===== src/hw/bmsa_pkg.sv =====
/*
 Package for the bus master sizing and arbitration block.
 Assumes a single 100 MHz processor clock.
*/
`default_nettype none
package bmsa_pkg;
   // Transfer size codes
   localparam logic [1:0] SIZE_LONG = 2'h0;
   localparam logic [1:0] SIZE_BYTE = 2'h1;
   localparam logic [1:0] SIZE_WORD = 2'h2;
   localparam logic [1:0] SIZE_THREE = 2'h3;
   // Port size acknowledge codes, active low: {ack1_n, ack0_n}
   localparam logic [1:0] ACK_PORT32 = 2'h0;
   localparam logic [1:0] ACK_PORT8 = 2'h2;
   localparam logic [1:0] ACK_PORT16 = 2'h1;
   localparam logic [1:0] ACK_NONE = 2'h3;
   // Arbitration delays in clock cycles
   localparam logic [2:0] GRANT_NEG_CYCLES = 3'h2;
   localparam logic [2:0] GRANT_REASSERT_CYCLES = 3'h2;
   // Bus states, Gray from IDLE through S5; S5 back to IDLE or S0 is not
   typedef enum logic [2:0] {
      BMSA_IDLE = 3'h0,
      BMSA_S0 = 3'h1,
      BMSA_S2 = 3'h3,
      BMSA_S4 = 3'h2,
      BMSA_S5 = 3'h6
   } bmsa_bus_t;
   typedef enum logic [1:0] {
      BMSA_ARB_IDLE = 2'h0,
      BMSA_ARB_GRANT = 2'h1,
      BMSA_ARB_OWNED = 2'h3,
      BMSA_ARB_GAP = 2'h2
   } bmsa_arb_t;
endpackage
`default_nettype wire


===== src/hw/bmsa_sync_if.sv =====
/*
 Interface carrying synchronised bus inputs to the core.
 Assumes the synchroniser drives and the core only reads.
*/
`default_nettype none
interface bmsa_sync_if;
   logic [1:0] ack_n;
   logic req_n;
   logic gack_n;
   logic [31:0] data;
   modport src (output ack_n, output req_n, output gack_n, output data);
   modport dst (input ack_n, input req_n, input gack_n, input data);
endinterface
`default_nettype wire


===== src/hw/bmsa_top.sv =====
/*
 Bus master: operand sizing into bus cycles, cycle states, arbitration.
 Assumes a core issues one operand request at a time and slaves follow
 the strobe and acknowledge handshake.
*/
// Contract
// - Byte aligned; odd word, non-quad long misaligned
// - Any data address accepted, extra cycles
// - Odd instruction prefetch raises address error
// - Long at 001: long code, byte moved
// - Second cycle three bytes, address 010
// - Third cycle one byte, address 100
// - Reads split exactly like writes
// - Read data latched at end of S4
// - S5 negates strobes, holds address info
// - Wired-OR requests, several active tolerated
// - Grant negated few cycles after acknowledge
// - Pending request reasserts grant within few
// - Arbitration works in reset, halt, double fault; here halt only (HALTED_I), reset holds grant negated
// - Adapt cycle to 8/16/32-bit port ack
// - Inputs synchronised before use
`default_nettype none
module bmsa_top (
   // Clock and reset
   input wire logic CLK_SYS_I,
   input wire logic RST_N_I,
   // Operand request
   input wire logic REQ_VALID_I,
   input wire logic REQ_WRITE_I,
   input wire logic REQ_PREFETCH_I,
   input wire logic [1:0] REQ_SIZE_I,
   input wire logic [31:0] REQ_ADDR_I,
   input wire logic [31:0] REQ_WDATA_I,
   input wire logic [2:0] REQ_FC_I,
   input wire logic HALTED_I,
   output logic REQ_READY_O,
   output logic DONE_O,
   output logic ADDR_ERR_O,
   output logic MISALIGNED_O,
   output logic [31:0] RDATA_O,
   // External bus
   output logic [31:0] ADDR_O,
   output logic [1:0] SIZE_O,
   output logic RW_O,
   output logic [2:0] FC_O,
   output logic ADDRESS_STROBE_N_O,
   output logic DATA_STROBE_N_O,
   output logic DATA_BUFFER_ENABLE_N_O,
   output logic [31:0] DATA_O,
   output logic DATA_OE_O,
   input wire logic [31:0] DATA_I,
   input wire logic [1:0] PORT_SIZE_ACK_N_I,
   // Arbitration
   input wire logic BUS_REQUEST_N_I,
   input wire logic GRANT_ACKNOWLEDGE_N_I,
   output logic BUS_GRANT_N_O
);
   bmsa_sync_if syn ();
   bmsa_sync u_sync (
      .clk_i(CLK_SYS_I),
      .rst_n_i(RST_N_I),
      .ack_n_i(PORT_SIZE_ACK_N_I),
      .req_n_i(BUS_REQUEST_N_I),
      .gack_n_i(GRANT_ACKNOWLEDGE_N_I),
      .data_i(DATA_I),
      .out(syn.src)
   );

   // Bytes moved by port width from given address offset
   function automatic logic [2:0] port_bytes(input logic [1:0] ack,
      input logic [1:0] a, input logic [2:0] rem);
      logic [2:0] cap;
      cap = 3'h4;
      unique case (ack)
         bmsa_pkg::ACK_PORT8: cap = 3'h1;
         bmsa_pkg::ACK_PORT16: cap = 3'h2 - {2'h0, a[0]};
         default: cap = 3'h4 - {1'b0, a};
      endcase
      port_bytes = (cap < rem) ? cap : rem;
   endfunction

   function automatic logic [1:0] size_code(input logic [2:0] rem);
      size_code = rem[1:0];
   endfunction

   bmsa_pkg::bmsa_bus_t st, next_st;
   logic [31:0] addr, next_addr;
   logic [2:0] rem, next_rem;
   logic [31:0] wbuf, next_wbuf;
   logic [31:0] rbuf, next_rbuf;
   logic rw, next_rw;
   logic [2:0] fc, next_fc;
   logic as_n, next_as_n, ds_n, next_ds_n, den_n, next_den_n;
   logic ready, next_ready, done, next_done, aerr, next_aerr;
   logic mis, next_mis, doe, next_doe;
   logic [2:0] moved;

   always_comb begin
      next_st = st;
      next_addr = addr;
      next_rem = rem;
      next_wbuf = wbuf;
      next_rbuf = rbuf;
      next_rw = rw;
      next_fc = fc;
      next_as_n = as_n;
      next_ds_n = ds_n;
      next_den_n = den_n;
      next_ready = ready;
      next_done = 1'b0;
      next_aerr = 1'b0;
      next_mis = mis;
      next_doe = doe;
      moved = port_bytes(syn.ack_n, addr[1:0], rem);
      unique case (st)
         bmsa_pkg::BMSA_IDLE: begin
            if (REQ_VALID_I && ready) begin
               if (REQ_PREFETCH_I && REQ_ADDR_I[0]) begin
                  next_aerr = 1'b1;
                  next_done = 1'b1;
               end else if (BUS_GRANT_N_O && syn.gack_n) begin
                  next_st = bmsa_pkg::BMSA_S0;
                  next_ready = 1'b0;
                  next_addr = REQ_ADDR_I;
                  next_rem = (REQ_SIZE_I == bmsa_pkg::SIZE_LONG) ? 3'h4 :
                             {1'b0, REQ_SIZE_I};
                  next_wbuf = REQ_WDATA_I;
                  next_rbuf = 32'h0;
                  next_rw = ~REQ_WRITE_I;
                  next_fc = REQ_FC_I;
                  next_mis = (REQ_SIZE_I == bmsa_pkg::SIZE_WORD &&
                              REQ_ADDR_I[0]) ||
                             (REQ_SIZE_I == bmsa_pkg::SIZE_LONG &&
                              REQ_ADDR_I[1:0] != 2'h0);
               end
            end
         end
         bmsa_pkg::BMSA_S0: begin
            if (syn.ack_n == bmsa_pkg::ACK_NONE) begin
               next_as_n = 1'b0;
               next_ds_n = ~rw;
               next_den_n = 1'b0;
               next_doe = ~rw;
               next_st = bmsa_pkg::BMSA_S2;
            end
         end
         bmsa_pkg::BMSA_S2: begin
            next_ds_n = 1'b0;
            if (syn.ack_n != bmsa_pkg::ACK_NONE) begin
               next_st = bmsa_pkg::BMSA_S4;
            end
         end
         bmsa_pkg::BMSA_S4: begin
            if (rw) begin
               next_rbuf = (rbuf << {moved, 3'h0}) |
                  (syn.data >> {3'h4 - moved, 3'h0});
            end
            next_as_n = 1'b1;
            next_ds_n = 1'b1;
            next_den_n = 1'b1;
            next_wbuf = wbuf << {moved, 3'h0};
            next_st = bmsa_pkg::BMSA_S5;
         end
         bmsa_pkg::BMSA_S5: begin
            next_doe = 1'b0;
            next_rem = rem - moved;
            next_addr = addr + {29'h0, moved};
            if (rem == moved) begin
               next_st = bmsa_pkg::BMSA_IDLE;
               next_done = 1'b1;
               next_ready = 1'b1;
            end else begin
               next_st = bmsa_pkg::BMSA_S0;
            end
         end
         default: next_st = bmsa_pkg::BMSA_IDLE;
      endcase
   end

   always_ff @(posedge CLK_SYS_I) begin
      if (!RST_N_I) begin
         st <= bmsa_pkg::BMSA_IDLE;
         addr <= 32'h0;
         rem <= 3'h0;
         wbuf <= 32'h0;
         rbuf <= 32'h0;
         rw <= 1'b1;
         fc <= 3'h0;
         as_n <= 1'b1;
         ds_n <= 1'b1;
         den_n <= 1'b1;
         ready <= 1'b1;
         done <= 1'b0;
         aerr <= 1'b0;
         mis <= 1'b0;
         doe <= 1'b0;
      end else begin
         st <= next_st;
         addr <= next_addr;
         rem <= next_rem;
         wbuf <= next_wbuf;
         rbuf <= next_rbuf;
         rw <= next_rw;
         fc <= next_fc;
         as_n <= next_as_n;
         ds_n <= next_ds_n;
         den_n <= next_den_n;
         ready <= next_ready;
         done <= next_done;
         aerr <= next_aerr;
         mis <= next_mis;
         doe <= next_doe;
      end
   end

   // Arbitration
   bmsa_pkg::bmsa_arb_t arb, next_arb;
   logic [2:0] cnt, next_cnt;
   logic bg_n, next_bg_n;
   always_comb begin
      next_arb = arb;
      next_cnt = cnt;
      next_bg_n = bg_n;
      unique case (arb)
         bmsa_pkg::BMSA_ARB_IDLE: begin
            if (!syn.req_n && (st == bmsa_pkg::BMSA_IDLE || HALTED_I)) begin
               next_bg_n = 1'b0;
               next_arb = bmsa_pkg::BMSA_ARB_GRANT;
            end
         end
         bmsa_pkg::BMSA_ARB_GRANT: begin
            if (!syn.gack_n) begin
               next_cnt = bmsa_pkg::GRANT_NEG_CYCLES;
               next_arb = bmsa_pkg::BMSA_ARB_OWNED;
            end else if (syn.req_n) begin
               next_bg_n = 1'b1;
               next_arb = bmsa_pkg::BMSA_ARB_IDLE;
            end
         end
         bmsa_pkg::BMSA_ARB_OWNED: begin
            if (cnt != 3'h0) begin
               next_cnt = cnt - 3'h1;
            end else begin
               next_bg_n = 1'b1;
               next_cnt = bmsa_pkg::GRANT_REASSERT_CYCLES;
               next_arb = bmsa_pkg::BMSA_ARB_GAP;
            end
         end
         bmsa_pkg::BMSA_ARB_GAP: begin
            if (cnt != 3'h0) begin
               next_cnt = cnt - 3'h1;
            end else if (!syn.req_n) begin
               next_bg_n = 1'b0;
               next_arb = bmsa_pkg::BMSA_ARB_GRANT;
            end else if (syn.gack_n) begin
               next_arb = bmsa_pkg::BMSA_ARB_IDLE;
            end
         end
      endcase
   end
   always_ff @(posedge CLK_SYS_I) begin
      if (!RST_N_I) begin
         arb <= bmsa_pkg::BMSA_ARB_IDLE;
         cnt <= 3'h0;
         bg_n <= 1'b1;
      end else begin
         arb <= next_arb;
         cnt <= next_cnt;
         bg_n <= next_bg_n;
      end
   end

   always_ff @(posedge CLK_SYS_I) begin
      if (!RST_N_I) begin
         BUS_GRANT_N_O <= 1'b1;
         ADDR_O <= 32'h0;
         SIZE_O <= 2'h0;
         RW_O <= 1'b1;
         FC_O <= 3'h0;
         ADDRESS_STROBE_N_O <= 1'b1;
         DATA_STROBE_N_O <= 1'b1;
         DATA_BUFFER_ENABLE_N_O <= 1'b1;
         DATA_O <= 32'h0;
         DATA_OE_O <= 1'b0;
         REQ_READY_O <= 1'b0;
         DONE_O <= 1'b0;
         ADDR_ERR_O <= 1'b0;
         MISALIGNED_O <= 1'b0;
         RDATA_O <= 32'h0;
      end else begin
         BUS_GRANT_N_O <= next_bg_n;
         ADDR_O <= next_addr;
         SIZE_O <= size_code(next_rem);
         RW_O <= next_rw;
         FC_O <= next_fc;
         ADDRESS_STROBE_N_O <= next_as_n;
         DATA_STROBE_N_O <= next_ds_n;
         DATA_BUFFER_ENABLE_N_O <= next_den_n;
         DATA_O <= next_wbuf;
         DATA_OE_O <= next_doe;
         REQ_READY_O <= next_ready;
         DONE_O <= next_done;
         ADDR_ERR_O <= next_aerr;
         MISALIGNED_O <= next_mis;
         RDATA_O <= next_rbuf;
      end
   end

   property p_prefetch_err;
      @(posedge CLK_SYS_I) disable iff (!RST_N_I)
      (REQ_VALID_I && ready && REQ_PREFETCH_I && REQ_ADDR_I[0])
         |=> (ADDR_ERR_O && st == bmsa_pkg::BMSA_IDLE);
   endproperty
   a_prefetch_err: assert property (p_prefetch_err)
      else $error("odd prefetch did not fault");
   property p_s5_hold;
      @(posedge CLK_SYS_I) disable iff (!RST_N_I)
      (st == bmsa_pkg::BMSA_S5) |-> (ADDRESS_STROBE_N_O &&
         DATA_STROBE_N_O && DATA_BUFFER_ENABLE_N_O &&
         $stable(ADDR_O) && $stable(SIZE_O) && $stable(RW_O));
   endproperty
   a_s5_hold: assert property (p_s5_hold)
      else $error("S5 strobes or address wrong");
   property p_second_cycle;
      @(posedge CLK_SYS_I) disable iff (!RST_N_I)
      (st == bmsa_pkg::BMSA_S5 && addr[2:0] == 3'h1 && rem == 3'h4 &&
       syn.ack_n == bmsa_pkg::ACK_PORT16)
         |=> (ADDR_O[2:0] == 3'h2 && SIZE_O == bmsa_pkg::SIZE_THREE);
   endproperty
   a_second_cycle: assert property (p_second_cycle)
      else $error("second misaligned cycle wrong");
   property p_third_cycle;
      @(posedge CLK_SYS_I) disable iff (!RST_N_I)
      (st == bmsa_pkg::BMSA_S5 && addr[2:0] == 3'h2 && rem == 3'h3 &&
       syn.ack_n == bmsa_pkg::ACK_PORT16)
         |=> (ADDR_O[2:0] == 3'h4 && SIZE_O == bmsa_pkg::SIZE_BYTE);
   endproperty
   a_third_cycle: assert property (p_third_cycle)
      else $error("third misaligned cycle wrong");
   property p_first_cycle;
      @(posedge CLK_SYS_I) disable iff (!RST_N_I)
      (st == bmsa_pkg::BMSA_IDLE && REQ_VALID_I && ready &&
       !REQ_PREFETCH_I && BUS_GRANT_N_O && syn.gack_n &&
       REQ_SIZE_I == bmsa_pkg::SIZE_LONG && REQ_ADDR_I[2:0] == 3'h1)
         |=> (SIZE_O == bmsa_pkg::SIZE_LONG && ADDR_O[2:0] == 3'h1
              && MISALIGNED_O);
   endproperty
   a_first_cycle: assert property (p_first_cycle)
      else $error("first misaligned cycle wrong");
   property p_read_latch;
      @(posedge CLK_SYS_I) disable iff (!RST_N_I)
      (st == bmsa_pkg::BMSA_S4 && rw && rem == 3'h4 &&
       syn.ack_n == bmsa_pkg::ACK_PORT32 && addr[1:0] == 2'h0)
         |=> (rbuf == $past(syn.data));
   endproperty
   a_read_latch: assert property (p_read_latch)
      else $error("read data not latched at S4");
   property p_grant_drop;
      @(posedge CLK_SYS_I) disable iff (!RST_N_I)
      (arb == bmsa_pkg::BMSA_ARB_GRANT && !syn.gack_n)
         |-> ##[1:5] BUS_GRANT_N_O;
   endproperty
   a_grant_drop: assert property (p_grant_drop)
      else $error("grant not negated after acknowledge");
   property p_grant_again;
      @(posedge CLK_SYS_I) disable iff (!RST_N_I)
      (arb == bmsa_pkg::BMSA_ARB_GAP && cnt == 3'h0 && !syn.req_n)
         |=> !BUS_GRANT_N_O;
   endproperty
   a_grant_again: assert property (p_grant_again)
      else $error("grant not reasserted for pending request");
   c_split: cover property (@(posedge CLK_SYS_I)
      st == bmsa_pkg::BMSA_S5 && rem == 3'h1);
   c_grant: cover property (@(posedge CLK_SYS_I)
      arb == bmsa_pkg::BMSA_ARB_OWNED);
   c_fault: cover property (@(posedge CLK_SYS_I) ADDR_ERR_O);
endmodule
`default_nettype wire


===== src/hw/bmsa_sync.sv =====
/*
 Two flop synchroniser for the asynchronous bus inputs.
 Assumes inputs may change at any time relative to the clock.
*/
`default_nettype none
module bmsa_sync (
   input wire logic clk_i,
   input wire logic rst_n_i,
   input wire logic [1:0] ack_n_i,
   input wire logic req_n_i,
   input wire logic gack_n_i,
   input wire logic [31:0] data_i,
   bmsa_sync_if.src out
);
   logic [35:0] meta;
   logic [35:0] stab;
   logic [35:0] next_meta;
   logic [35:0] next_stab;
   always_comb begin
      next_meta = {ack_n_i, req_n_i, gack_n_i, data_i};
      next_stab = meta;
   end
   always_ff @(posedge clk_i) begin
      if (!rst_n_i) begin
         meta <= {4'hf, 32'h0};
         stab <= {4'hf, 32'h0};
      end else begin
         meta <= next_meta;
         stab <= next_stab;
      end
   end
   assign out.ack_n = stab[35:34];
   assign out.req_n = stab[33];
   assign out.gack_n = stab[32];
   assign out.data = stab[31:0];
endmodule
`default_nettype wire


===== config.mk =====
export PLATFORM = sky130hd
export DESIGN_NAME = bmsa_top
export DESIGN_NICKNAME = d
export VERILOG_FILES = /design/src/hw/bmsa_pkg.sv /design/src/hw/bmsa_sync_if.sv /design/src/hw/bmsa_top.sv /design/src/hw/bmsa_sync.sv
export SDC_FILE = /design/constraint.sdc
export NUM_CORES = 1
export LEC_CHECK = 0
export BUFFER_PORTS_ARGS = -buffer_cell sky130_fd_sc_hd__buf_2
export CAP_MARGIN = 20
export CORE_MARGIN = 5
export CORE_UTILIZATION = 40
export DETAILED_ROUTE_END_ITERATION = 10
export GPL_ROUTABILITY_DRIVEN = 1
export PLACE_DENSITY = 0.67
export SETUP_SLACK_MARGIN = 0.05
export SKIP_LAST_GASP = 1
export SYNTH_ARGS = -nofsm -noshare
export SYNTH_HDL_FRONTEND = slang
export SYNTH_HIERARCHICAL = 1
export SYNTH_SLANG_ARGS = --single-unit
export TNS_END_PERCENT = 10

===== constraint.sdc =====
create_clock -name CLK_SYS_I -period 4.6 [get_ports CLK_SYS_I]
set_input_delay 0.23 -clock CLK_SYS_I [delete_from_list [all_inputs] [get_ports CLK_SYS_I]]
set_output_delay 0.23 -clock CLK_SYS_I [all_outputs]
set_load 0.02 [all_outputs]

* Yosys cells after proc, flatten, opt, wreduce, memory -nomap -nowiden
Cells that the tools add are included.
W data, S select, Z words.
** Word-level totals
- Word-level logic and storage cells :: 156
- Output and inout bits :: 111
- ROM bits :: 0
- Latch bits :: 0
- Memory bits (writable) :: 0
- Input port bits :: 111
- Flip-flop bits (word level) :: 192
- Memories kept :: 0
** Operators by class
- Add/sub/neg operators :: 6
- Reductions and logical operators :: 32
- Bitwise logic cells :: 4
- Order comparisons :: 1
- Equality and inequality tests :: 29
- Div/mod/pow operators :: 0
- Shifts and indexed selects :: 3
- Multiplexer cells :: 60
- $mul :: 0
** Operator list (number)
- $mux W32 :: 10
- $pmux W32 S2 :: 3
- $shl A32 B6 Y32 :: 2
- $mux W3 :: 13
- $add A32 B3 Y32 :: 1
- $or A32 B32 Y32 :: 1
- $shr A32 B6 Y32 :: 1
- $ne A2 B2 Y1 const B :: 13
- $mux W1 :: 16
- $pmux W3 S5 :: 1
- $reduce_and A5 Y1 :: 3
- $mux W2 :: 7
- $pmux W3 S2 :: 2
- $reduce_and A4 Y1 :: 3
- $eq A2 B2 Y1 const B :: 5
- $reduce_bool A2 Y1 :: 5
- $pmux W3 S3 :: 1
- $reduce_bool A3 Y1 :: 3
- $pmux W1 S2 :: 4
- $pmux W2 S4 :: 1
- $reduce_and A2 Y1 :: 4
- $eq A3 B2 Y1 const B :: 2
- $logic_and A1 B1 Y1 :: 6
- $reduce_and A6 Y1 :: 1
- 21 further kinds :: 27

* Logic depth before layout (Yosys ltp)
Gate-level depths: netlist of the first run.
- Depth in word-level cells :: 9
- Mapped depth :: 22
- Gate-level depth less buffers :: 18

* Modules after synthesis
The synthesis of the first run kept the hierarchy.
** By module, submodules not included
- bmsa_top :: cells an instance 890, seq. area each 2402.3 µm², times used 1, area each 7015.5 µm²
- bmsa_sync :: cells an instance 151, seq. area each 1441.4 µm², times used 1, area each 1929.4 µm²

* Worst setup path after synthesis of the first run
OpenSTA, ideal clock, no wires.
- Kind :: register -> register
- Start point :: reg ADDR_O[0] (netlist name)
- End point :: reg ADDR_O[26]
- Path buffers :: 3
- Slack :: 151 ps
- Required time :: 4514 ps
- Cell stages (with the launch flop) :: 21
- Clock period less this slack :: 4449 ps
- Arrival time :: 4363 ps
- Setup time :: 86 ps
- Cell sequence :: dfxtp_1 -> inv_1 -> ha_1 -> a22o_1 -> ha_1 -> o21ai_0 -> a21oi_1 -> nor2_2 -> buf_2 -> buf_1 -> ha_1 -> inv_1 -> fa_1 -> nor2b_1 -> o21bai_1 -> or3_4 -> or3_1 -> buf_6 -> nor2_4 -> nor3_1 -> a211oi_1
** RTL lines
- end signal, assigned :: RTL line bmsa_top.sv:292 : ADDR_O <= next_addr;
- end, declared :: RTL line bmsa_top.sv:42 : output logic [31:0] ADDR_O,

* Worst setup path in the final report of the first run
- Start point :: reg u_sync.stab[34]
- End point :: reg ADDR_O[26]
** Between the ends
- Longest elaborated chain between the ends :: 6
- Elaborated cells on any way between the ends :: 7
- Classes of those cells :: add/sub (1); order compare (1); eq/ne (2); mux (3)
** RTL lines
- start, declared :: RTL line bmsa_sync.sv:16 : logic [35:0] stab;
- start signal, assigned :: RTL line bmsa_sync.sv:26 : stab <= {4'hf, 32'h0};
- start signal, assigned :: RTL line bmsa_sync.sv:29 : stab <= next_stab;
- $eq A2 B1 Y1 / $eq A2 B2 Y1 (equally long branches) :: RTL line bmsa_top.sv:74 : unique case (ack)
- $pmux W3 S2 * :: RTL line bmsa_top.sv:74
- $lt A3 B3 Y1 :: RTL line bmsa_top.sv:79 : port_bytes = (cap < rem) ? cap : rem;
- $mux W3 * :: RTL line bmsa_top.sv:79
- $add A32 B3 Y32 * :: RTL line bmsa_top.sv:167 : next_addr = addr + {29'h0, moved};
- $pmux W32 S2 * :: RTL line bmsa_top.sv:115 : unique case (st)
Mark *: on every way between the ends. The rest lies on a longest branch, timed or not.
A chain may end at the register's enable or synchronous reset.

==> results of run 1 <==
-- layer usage --
metal / global-route usage [%] / vias to the layer above
li1: - / 4185
met4: 6.17 / 0
met3: 5.72 / 39
met1: 28.2 / 3911
met5: 0 / -
met2: 33.0 / 384
-- layout make-up --
cell class | instances | share of cell area, %
inverter | 28 | 0.964
clock buffer | 17 | 3.81
tap | 280 | 3.14
sequential | 192 | 34.4
multi-input combinational | 748 | 41.6
timing repair buffer | 270 | 14.0
clock inverter | 15 | 1.99
-- worst paths after layout --
path                                      start         endpoint  slack (ns)  cells past startpoint
worst min-delay path                  DATA_I[9]   u_sync/meta[9]        0.02                      2
worst min register to register  u_sync/meta[32]  u_sync/stab[32]        0.41                      1
worst max-delay path            u_sync/stab[34]       ADDR_O[26]        0.40                     18
worst max register to register  u_sync/stab[34]       ADDR_O[26]        0.40                     18
-- report_power, final --
group / switching (W) / internal (W) / total (W)
Sequential: 0.000181 / 0.00185 / 0.00203
Combinational: 0.00132 / 0.000688 / 0.00201
Clock: 0.000781 / 0.000812 / 0.00159
-- metrics by stage --
step	hold WS, ns	utilization (%)	power, W	worst slack [ns]
after floorplan	0.303	-	0.00346	0.151
after global placement	0.396	46.5	0.00400	0.531
after detailed placement	0.397	46.5	0.00403	0.421
after CTS	0.00560	50.9	0.00564	0.402
after global routing	0.00646	51.0	0.00596	0.0789
final	0.0153	51.0	0.00563	0.402
-- cell families (layout without fill, tap and decap cells) --
family | count (synthesis) | count (layout)
xor gates and xnor gates | 2 | 2
buffers and inverters | 101 | 330
DFF | 192 | 192
muxes | 39 | 39
AOI/OAI and AO/OA | 336 | 336
and+or+nand+nor | 353 | 353
adders and majority gates | 18 | 18
-- synthesized netlist by cell type (5+ instances only) --
cell	instances	area share, %
a211oi_1	18	1.5
a21o_1	11	0.92
a21oi_1	59	3.3
a221oi_1	17	1.7
a22o_1	18	1.8
a22oi_1	12	1.0
a311oi_1	8	0.78
a31oi_1	6	0.42
a32o_1	5	0.56
and2_1	68	4.8
and3_1	13	0.91
buf_1	7	0.29
buf_2	9	0.50
buf_4	7	0.59
clkbuf_1	40	1.7
clkbuf_2	6	0.34
dfxtp_1	192	43
ha_1	16	2.2
inv_1	26	1.1
mux2_2	6	0.76
mux2i_1	32	3.6
nand2_1	106	4.4
nand2b_1	12	0.84
nand3_1	10	0.56
nor2_1	91	3.8
nor3_1	24	1.3
o211ai_1	27	2.3
o21ai_0	106	5.9
o221a_2	7	0.88
o22ai_1	11	0.77
o311ai_0	8	0.78
-- layout by cell type, fill, tap and decap left out, types with 12 or more instances in the layout --
cell	instances
a221oi_1	17
clkbuf_16	17
a211oi_1	18
nand2b_1	12
buf_4	16
inv_1	25
dlygate4sd3_1	32
buf_2	221
nand2_1	106
and2_1	68
nor3_1	24
and3_1	13
o211ai_1	27
a22oi_1	12
ha_1	16
a22o_1	18
a21oi_1	59
o21ai_0	106
dfxtp_1	192
mux2i_1	32
nor2_1	91
-- flip-flops by register name, summed over array words and instances (netlist names) --
name                    cells
ADDR_O                     32
DONE_O                      1
rem                         3
ADDR_ERR_O                  1
DATA_BUFFER_ENABLE_N_O      1
FC_O                        3
RDATA_O                    32
u_sync/meta                36
RW_O                        1
st                          3
arb                         2
u_sync/stab                36
DATA_O                     32
BUS_GRANT_N_O               1
DATA_OE_O                   1
MISALIGNED_O                1
REQ_READY_O                 1
ready                       1
cnt                         3
DATA_STROBE_N_O             1
-- critical path, stage by stage, from the launching register on --
cell and delay [ns]:
dfxtp_1 0.37, inv_1 0.06, ha_1 0.33, nor2_1 0.05, a22o_1 0.21, ha_1 0.29, nand2_1 0.05, a31o_1 0.23
and4b_1 0.35, nor2_8 0.17, inv_4 0.06, fa_1 0.40, nor2b_1 0.19, o21bai_1 0.14, or3_4 0.37, or3_1 0.44
nor2_4 0.12, nor3_1 0.05, a211oi_1 0.22
==> metrics.md, run 1 <==
| Metric | Value |
|---|---|
| Outcome | `completed` |
| Post-synthesis mux area share | `4.50%` |
| Core area | `21900 um2` |
| Mean area per synthesized cell | `8.59 um2` |
| Postcts setup bufs | `0` |
| Setup TNS | `0 ns` |
| First-pass GRT wire length | `44200 um` |
| Wire per inst | `17.8 um` |
| Post-synth ARST share | `0%` |
| CTS Buf Count | `17` |
| Hpwl dp | `19200 um` |
| Synthesized cell area | `8940 um2` |
| Die Wd | `160 um` |
| Synth Area in Compound Gates | `24.9%` |
| CTS tree | `yes` |
| Largest net degree at the start of global routing | `117` |
| Initial antenna violation count | `0` |
| Clock Skew | `0.0160 ns` |
| Worst-path clk slew | `0.08 ns` |
| Peak VDD IR | `0.281 mV` |
| Synth Area in XOR/XNOR | `0.196%` |
| DRT Pass-1 Iters | `5` |
| WP data required | `4.94 ns` |
| Setup violators final | `0` |
| Final ANT Viol Nets | `0` |
| DRC viols | `0` |
| # fillers | `2067` |
| Die area | `25500 um2` |
| Longest Clk Path Bufs | `2` |
| Congestion Overflow GR | `0` |
| Placed Area | `10200 um2` |
| IO Pins | `222` |
| Sequential area share after synthesis | `43.0%` |
| PwrDens | `504 nW/um2` |
| Post-Synth Adder-Cell Area | `2.69%` |
| Synth Net Count | `1170` |
| Area of the multi-input gates | `4650 um2` |
| Highest Clock Rate | `238 MHz` |
| Worst-skew pair later-pin latency | `0.44 ns` |
| RSZ-0062 raised after global routing | `no` |
| Initial Util | `40.9%` |
| Post-synth top flop | `dfxtp_1` |
| Non-filler cells, final | `1550` |
| Total number of vias | `8519` |
| Sinks on Clock Net | `192` |
| Final WL | `27600 um` |
| Max FO, Critical Path | `9` |
| Synthesized flop and latch total | `192` |
| Hold Fails Final Rpt | `0` |
| Met3 wire length | `2310 um` |
| Total track usage | `21.0%` |
| Normalized max-slew margin | `24.5%` |
| Final nets | `1386` |
| Worst Setup Path Type | `reg2reg` |
| Vias in the first global route | `8091` |
| Port-buffer cells | `221` |
| Netlist cell types | `71` |
| Share of layout cells above drive strength 1 | `23.9%` |
| Met2 wire length | `12500 um` |
| Hold Crit Class | `in2reg` |
| Row Count | `54` |
| CTS hold repair buffers | `32` |
| Largest family of logic cells by synthesized area | `compound AO/OA/AOI/OAI gates` |
| CTS root buf | `clkbuf_16` |
| Leak Pwr | `4.84 nW` |
| Drt via density | `5.50` |
| Post-synth EDFFs | `0` |
| Max H-tree Level | `4` |
| Iter 0 DRT Violations | `888` |
| Startpoint Class | `register` |
| Max_cap viols | `0` |
| DP Cell Count | `1484` |
| Die height | `160 um` |
| Area Overhead vs Synth | `24.8%` |
| Critical Path AT | `4.54 ns` |
| Fin. max-slew vios | `0` |
| Post-cts sizing count | `0` |
| Min Tclk post-route | `4.20 ns` |
| Max Used Layer | `met4` |
| Crit. End Element | `register` |
| Yosys warns | `6` |
| Part of the cycle the worst path needs | `91.3%` |
| Ant. Diodes | `0` |
| Post-Synth Simple-Gate Area | `19.6%` |
| Mapped Cells | `1041` |
| Met1 WL | `12200 um` |
| Final Cell Area | `11200 um2` |
| FF/Latch Area | `3840 um2` |
| Final GP Congestion | `0.894` |
| Worst Tran Pin Value | `1.12 ns` |
(Power assumes the default switching activity.)
==> inputs of run 2 (changes only) <==
--- a/config.mk
+++ b/config.mk
@@ -5,13 +5,13 @@
 export SDC_FILE = /design/constraint.sdc
 export NUM_CORES = 1
 export LEC_CHECK = 0
-export BUFFER_PORTS_ARGS = -buffer_cell sky130_fd_sc_hd__buf_2
 export CAP_MARGIN = 20
 export CORE_MARGIN = 5
-export CORE_UTILIZATION = 40
+export CORE_UTILIZATION = 63
 export DETAILED_ROUTE_END_ITERATION = 10
+export DONT_BUFFER_PORTS = 1
 export GPL_ROUTABILITY_DRIVEN = 1
-export PLACE_DENSITY = 0.67
+export PLACE_DENSITY = 0.83
 export SETUP_SLACK_MARGIN = 0.05
 export SKIP_LAST_GASP = 1
 export SYNTH_ARGS = -nofsm -noshare
==> metrics.md, run 2 (synthesis results as in run 1) <==
| Metric | Value |
|---|---|
| Outcome | `completed` |
| Reg2reg path depth | `18 (unchanged)` |
| Longest Clk Path Bufs | `2 (unchanged)` |
| Share of layout cells above drive strength 1 | `7.41% (-16 points)` |
| Met1 WL | `10000 um (-18%)` |
| Startpoint Class | `register` |
| Clock power share | `27.8% (-0.5 points)` |
| Critical Path AT | `4.58 ns (+0.04 ns)` |
| R2R Path End | `ADDR_O[26]` |
| Worst-path clk slew | `0.07 ns (about the same)` |
| Normalized max-slew margin | `29.3% (+4.8 points)` |
| Port-buffer cells | `0 (-100%)` |
| Fin. max-slew vios | `0 (unchanged)` |
| Hpwl dp | `17200 um (-11%)` |
| Wire per inst | `20.4 um (+15%)` |
| Final nets | `1196 (-14%)` |
| Congestion Overflow GR | `0 (unchanged)` |
| Critical path, cell by cell | `inv_1 -> ha_1 -> nor2_1 -> a22o_1 -> ha_1 -> nand2_1 -> a31o_1 -> and4b_1 -> nor2_8 -> inv_4 -> fa_1 -> nor2b_1 -> o21bai_1 -> or3_4 -> or3_1 -> nor2_4 -> nor3_1 -> a211oi_1` |
| Fin util | `73.7% (+23 points)` |
| Final ANT Viol Nets | `0 (unchanged)` |
| Comb pwr share | `30.1% (-5.6 points)` |
| Post-cts sizing count | `0 (unchanged)` |
| Largest net degree at the start of global routing | `115 (-1.7%)` |
| DRC viols | `0 (unchanged)` |
| Area Overhead vs Synth | `14.3%` |
| Max Used Layer | `met4` |
| Sinks on Clock Net | `192 (unchanged)` |
| Max FO, Critical Path | `9 (unchanged)` |
| Initial Util | `64.4% (+24 points)` |
| Final GP Congestion | `0.919 (+2.8%)` |
| PwrDens | `522 nW/um2 (+3.5%)` |
| Final WL | `25700 um (-6.9%)` |
| IO Pins | `222 (unchanged)` |
| Worst Tran Pin Value | `1.06 ns (-0.0676 ns)` |
| Peak VDD IR | `0.385 mV (+37%)` |
| Hold depth | `2 (unchanged)` |
| Min Tclk post-route | `4.23 ns (+0.0279 ns)` |
| Max_cap viols | `0 (unchanged)` |
| Ant. Diodes | `0 (unchanged)` |
| Drt via density | `6.32 (+15%)` |
| RSZ-0062 raised after global routing | `no` |
| Worst Setup Path Type | `reg2reg` |
| Clock Skew | `0.0128 ns (-0.00314 ns)` |
| Crit. End Element | `register` |
| DRT Pass-1 Iters | `6 (+1)` |
| CTS hold repair buffers | `64 (+100%)` |
| Iter 0 DRT Violations | `869 (-2.1%)` |
| CP max stage cell | `or3_1` |
| Die height | `129 um (-19%)` |
| CTS root buf | `clkbuf_16` |
| Non-filler cells, final | `1260 (-19%)` |
| Hold Fails Final Rpt | `0 (unchanged)` |
| CTS tree | `yes` |
| Max H-tree Level | `4 (unchanged)` |
| Worst-skew pair later-pin latency | `0.45 ns (about the same)` |
| Most common cell after layout, fill and taps aside | `dfxtp_1` |
| Worst reg2reg setup slack | `0.37 ns (-0.03 ns)` |
| WHS Endpoint | `ADDR_O[20]` |
| Highest Clock Rate | `237 MHz (-0.66%)` |
| Row Count | `43 (-20%)` |
| Vias in the first global route | `7395 (-8.6%)` |
| Die Wd | `129 um (-19%)` |
| Postcts setup bufs | `0 (unchanged)` |
| Setup violators final | `0 (unchanged)` |
| Switch share | `40.7% (+0.18 points)` |
| Core area | `13900 um2 (-37%)` |
| Total track usage | `30.1% (+9.1 points)` |
| Crit path buf inv count | `2 (unchanged)` |
| NetSw | `0.00217 W (-4.8%)` |
| Crit path max-delay family | `simple AND/OR/NAND/NOR gates` |
| Leak Pwr | `3.93 nW (-19%)` |
| DP Cell Count | `1164 (-22%)` |
| CP startpoint | `u_sync/stab[34]` |
| Part of the cycle the worst path needs | `91.9% (+0.61 points)` |
| Met3 wire length | `3010 um (+30%)` |
| Met2 wire length | `12000 um (-4.4%)` |
| Most frequent cells in the layout | `dfxtp_1, o21ai_0, nand2_1` |
| Share of power burned in registers | `42.0% (+6.0 points)` |
| Largest registers | `u_sync/meta: 36 flops, u_sync/stab: 36 flops` |
| Die area | `16700 um2 (-34%)` |
| Initial antenna violation count | `0 (unchanged)` |
| Worst path max stage delay | `0.45 ns (about the same)` |
| Reg2reg start | `u_sync/stab[34]` |
| Final worst slack | `0.374 ns (-0.0279 ns)` |
| Cell Int Power | `0.00316 W (-5.5%)` |
| Hold Crit Class | `in2reg` |
| CTS Buf Count | `17 (unchanged)` |
| Pre-CTS WS | `0.462 ns (+0.0411 ns)` |
| First-pass GRT wire length | `40000 um (-9.5%)` |
| Crit-path most repeated cell | `ha_1` |
| Min-delay src | `REQ_ADDR_I[20]` |
| WP data required | `4.95 ns (about the same)` |
| Setup TNS | `0 ns (unchanged)` |
| Total number of vias | `7959 (-6.6%)` |
run 2: cell count changes in the layout (fill, tap and decap cells not counted), moves of 3 or more:
cell,change
buf_2,-221
clkinv_8,+4
dlygate4sd3_1,+31
inv_12,-3
inv_6,+3
inv_8,-4
run 2: cell type report:
type | count | area (um2)
Tap cell | 180 | 225
Inverter | 28 | 108
Sequential cell | 192 | 3840
Clock buffer | 18 | 429
Timing Repair Buffer | 80 | 778
Multi-Input combinational cell | 748 | 4650
Clock inverter | 14 | 189
Fill cell | 1012 | 3660
run 2: per-stage QoR:
step / power, W / hold slack (ns) / cell area, um2
after floorplan: 0.00346 / 0.303 / 8940
after global placement: 0.00375 / 0.302 / 8950
after detailed placement: 0.00378 / 0.306 / 8950
after CTS: 0.00531 / 0.0112 / 10200
after global routing: 0.00561 / 0.0363 / 10200
final: 0.00534 / 0.0225 / 10200
run 2: metal layers:
layer	track usage [%]	up-vias
met5	0	-
met4	10.6	0
met3	9.69	54
met2	48.1	442
met1	38.5	3655
li1	-	3808
run 2: power by group through the flow:
| stage | combinational, W | sequential [W] | clock (W) |
|---|---|---|---|
| floorplan | 0.00128 | 0.00218 | 0 |
| global placement | 0.00147 | 0.00228 | 0 |
| detailed placement | 0.00150 | 0.00228 | 0 |
| CTS | 0.00157 | 0.00224 | 0.00150 |
| global route | 0.00177 | 0.00227 | 0.00157 |
| finish | 0.00161 | 0.00224 | 0.00149 |
run 2: how the worst max path moves through the flow:
stage | end | slack [ns] | cells past startpoint
floorplan | ADDR_O[26] | 0.15 | 20
global placement | ADDR_O[26] | 0.59 | 18
detailed placement | ADDR_O[26] | 0.46 | 18
CTS | ADDR_O[26] | 0.43 | 18
global route | ADDR_O[26] | 0.06 | 18
finish | ADDR_O[26] | 0.37 | 18
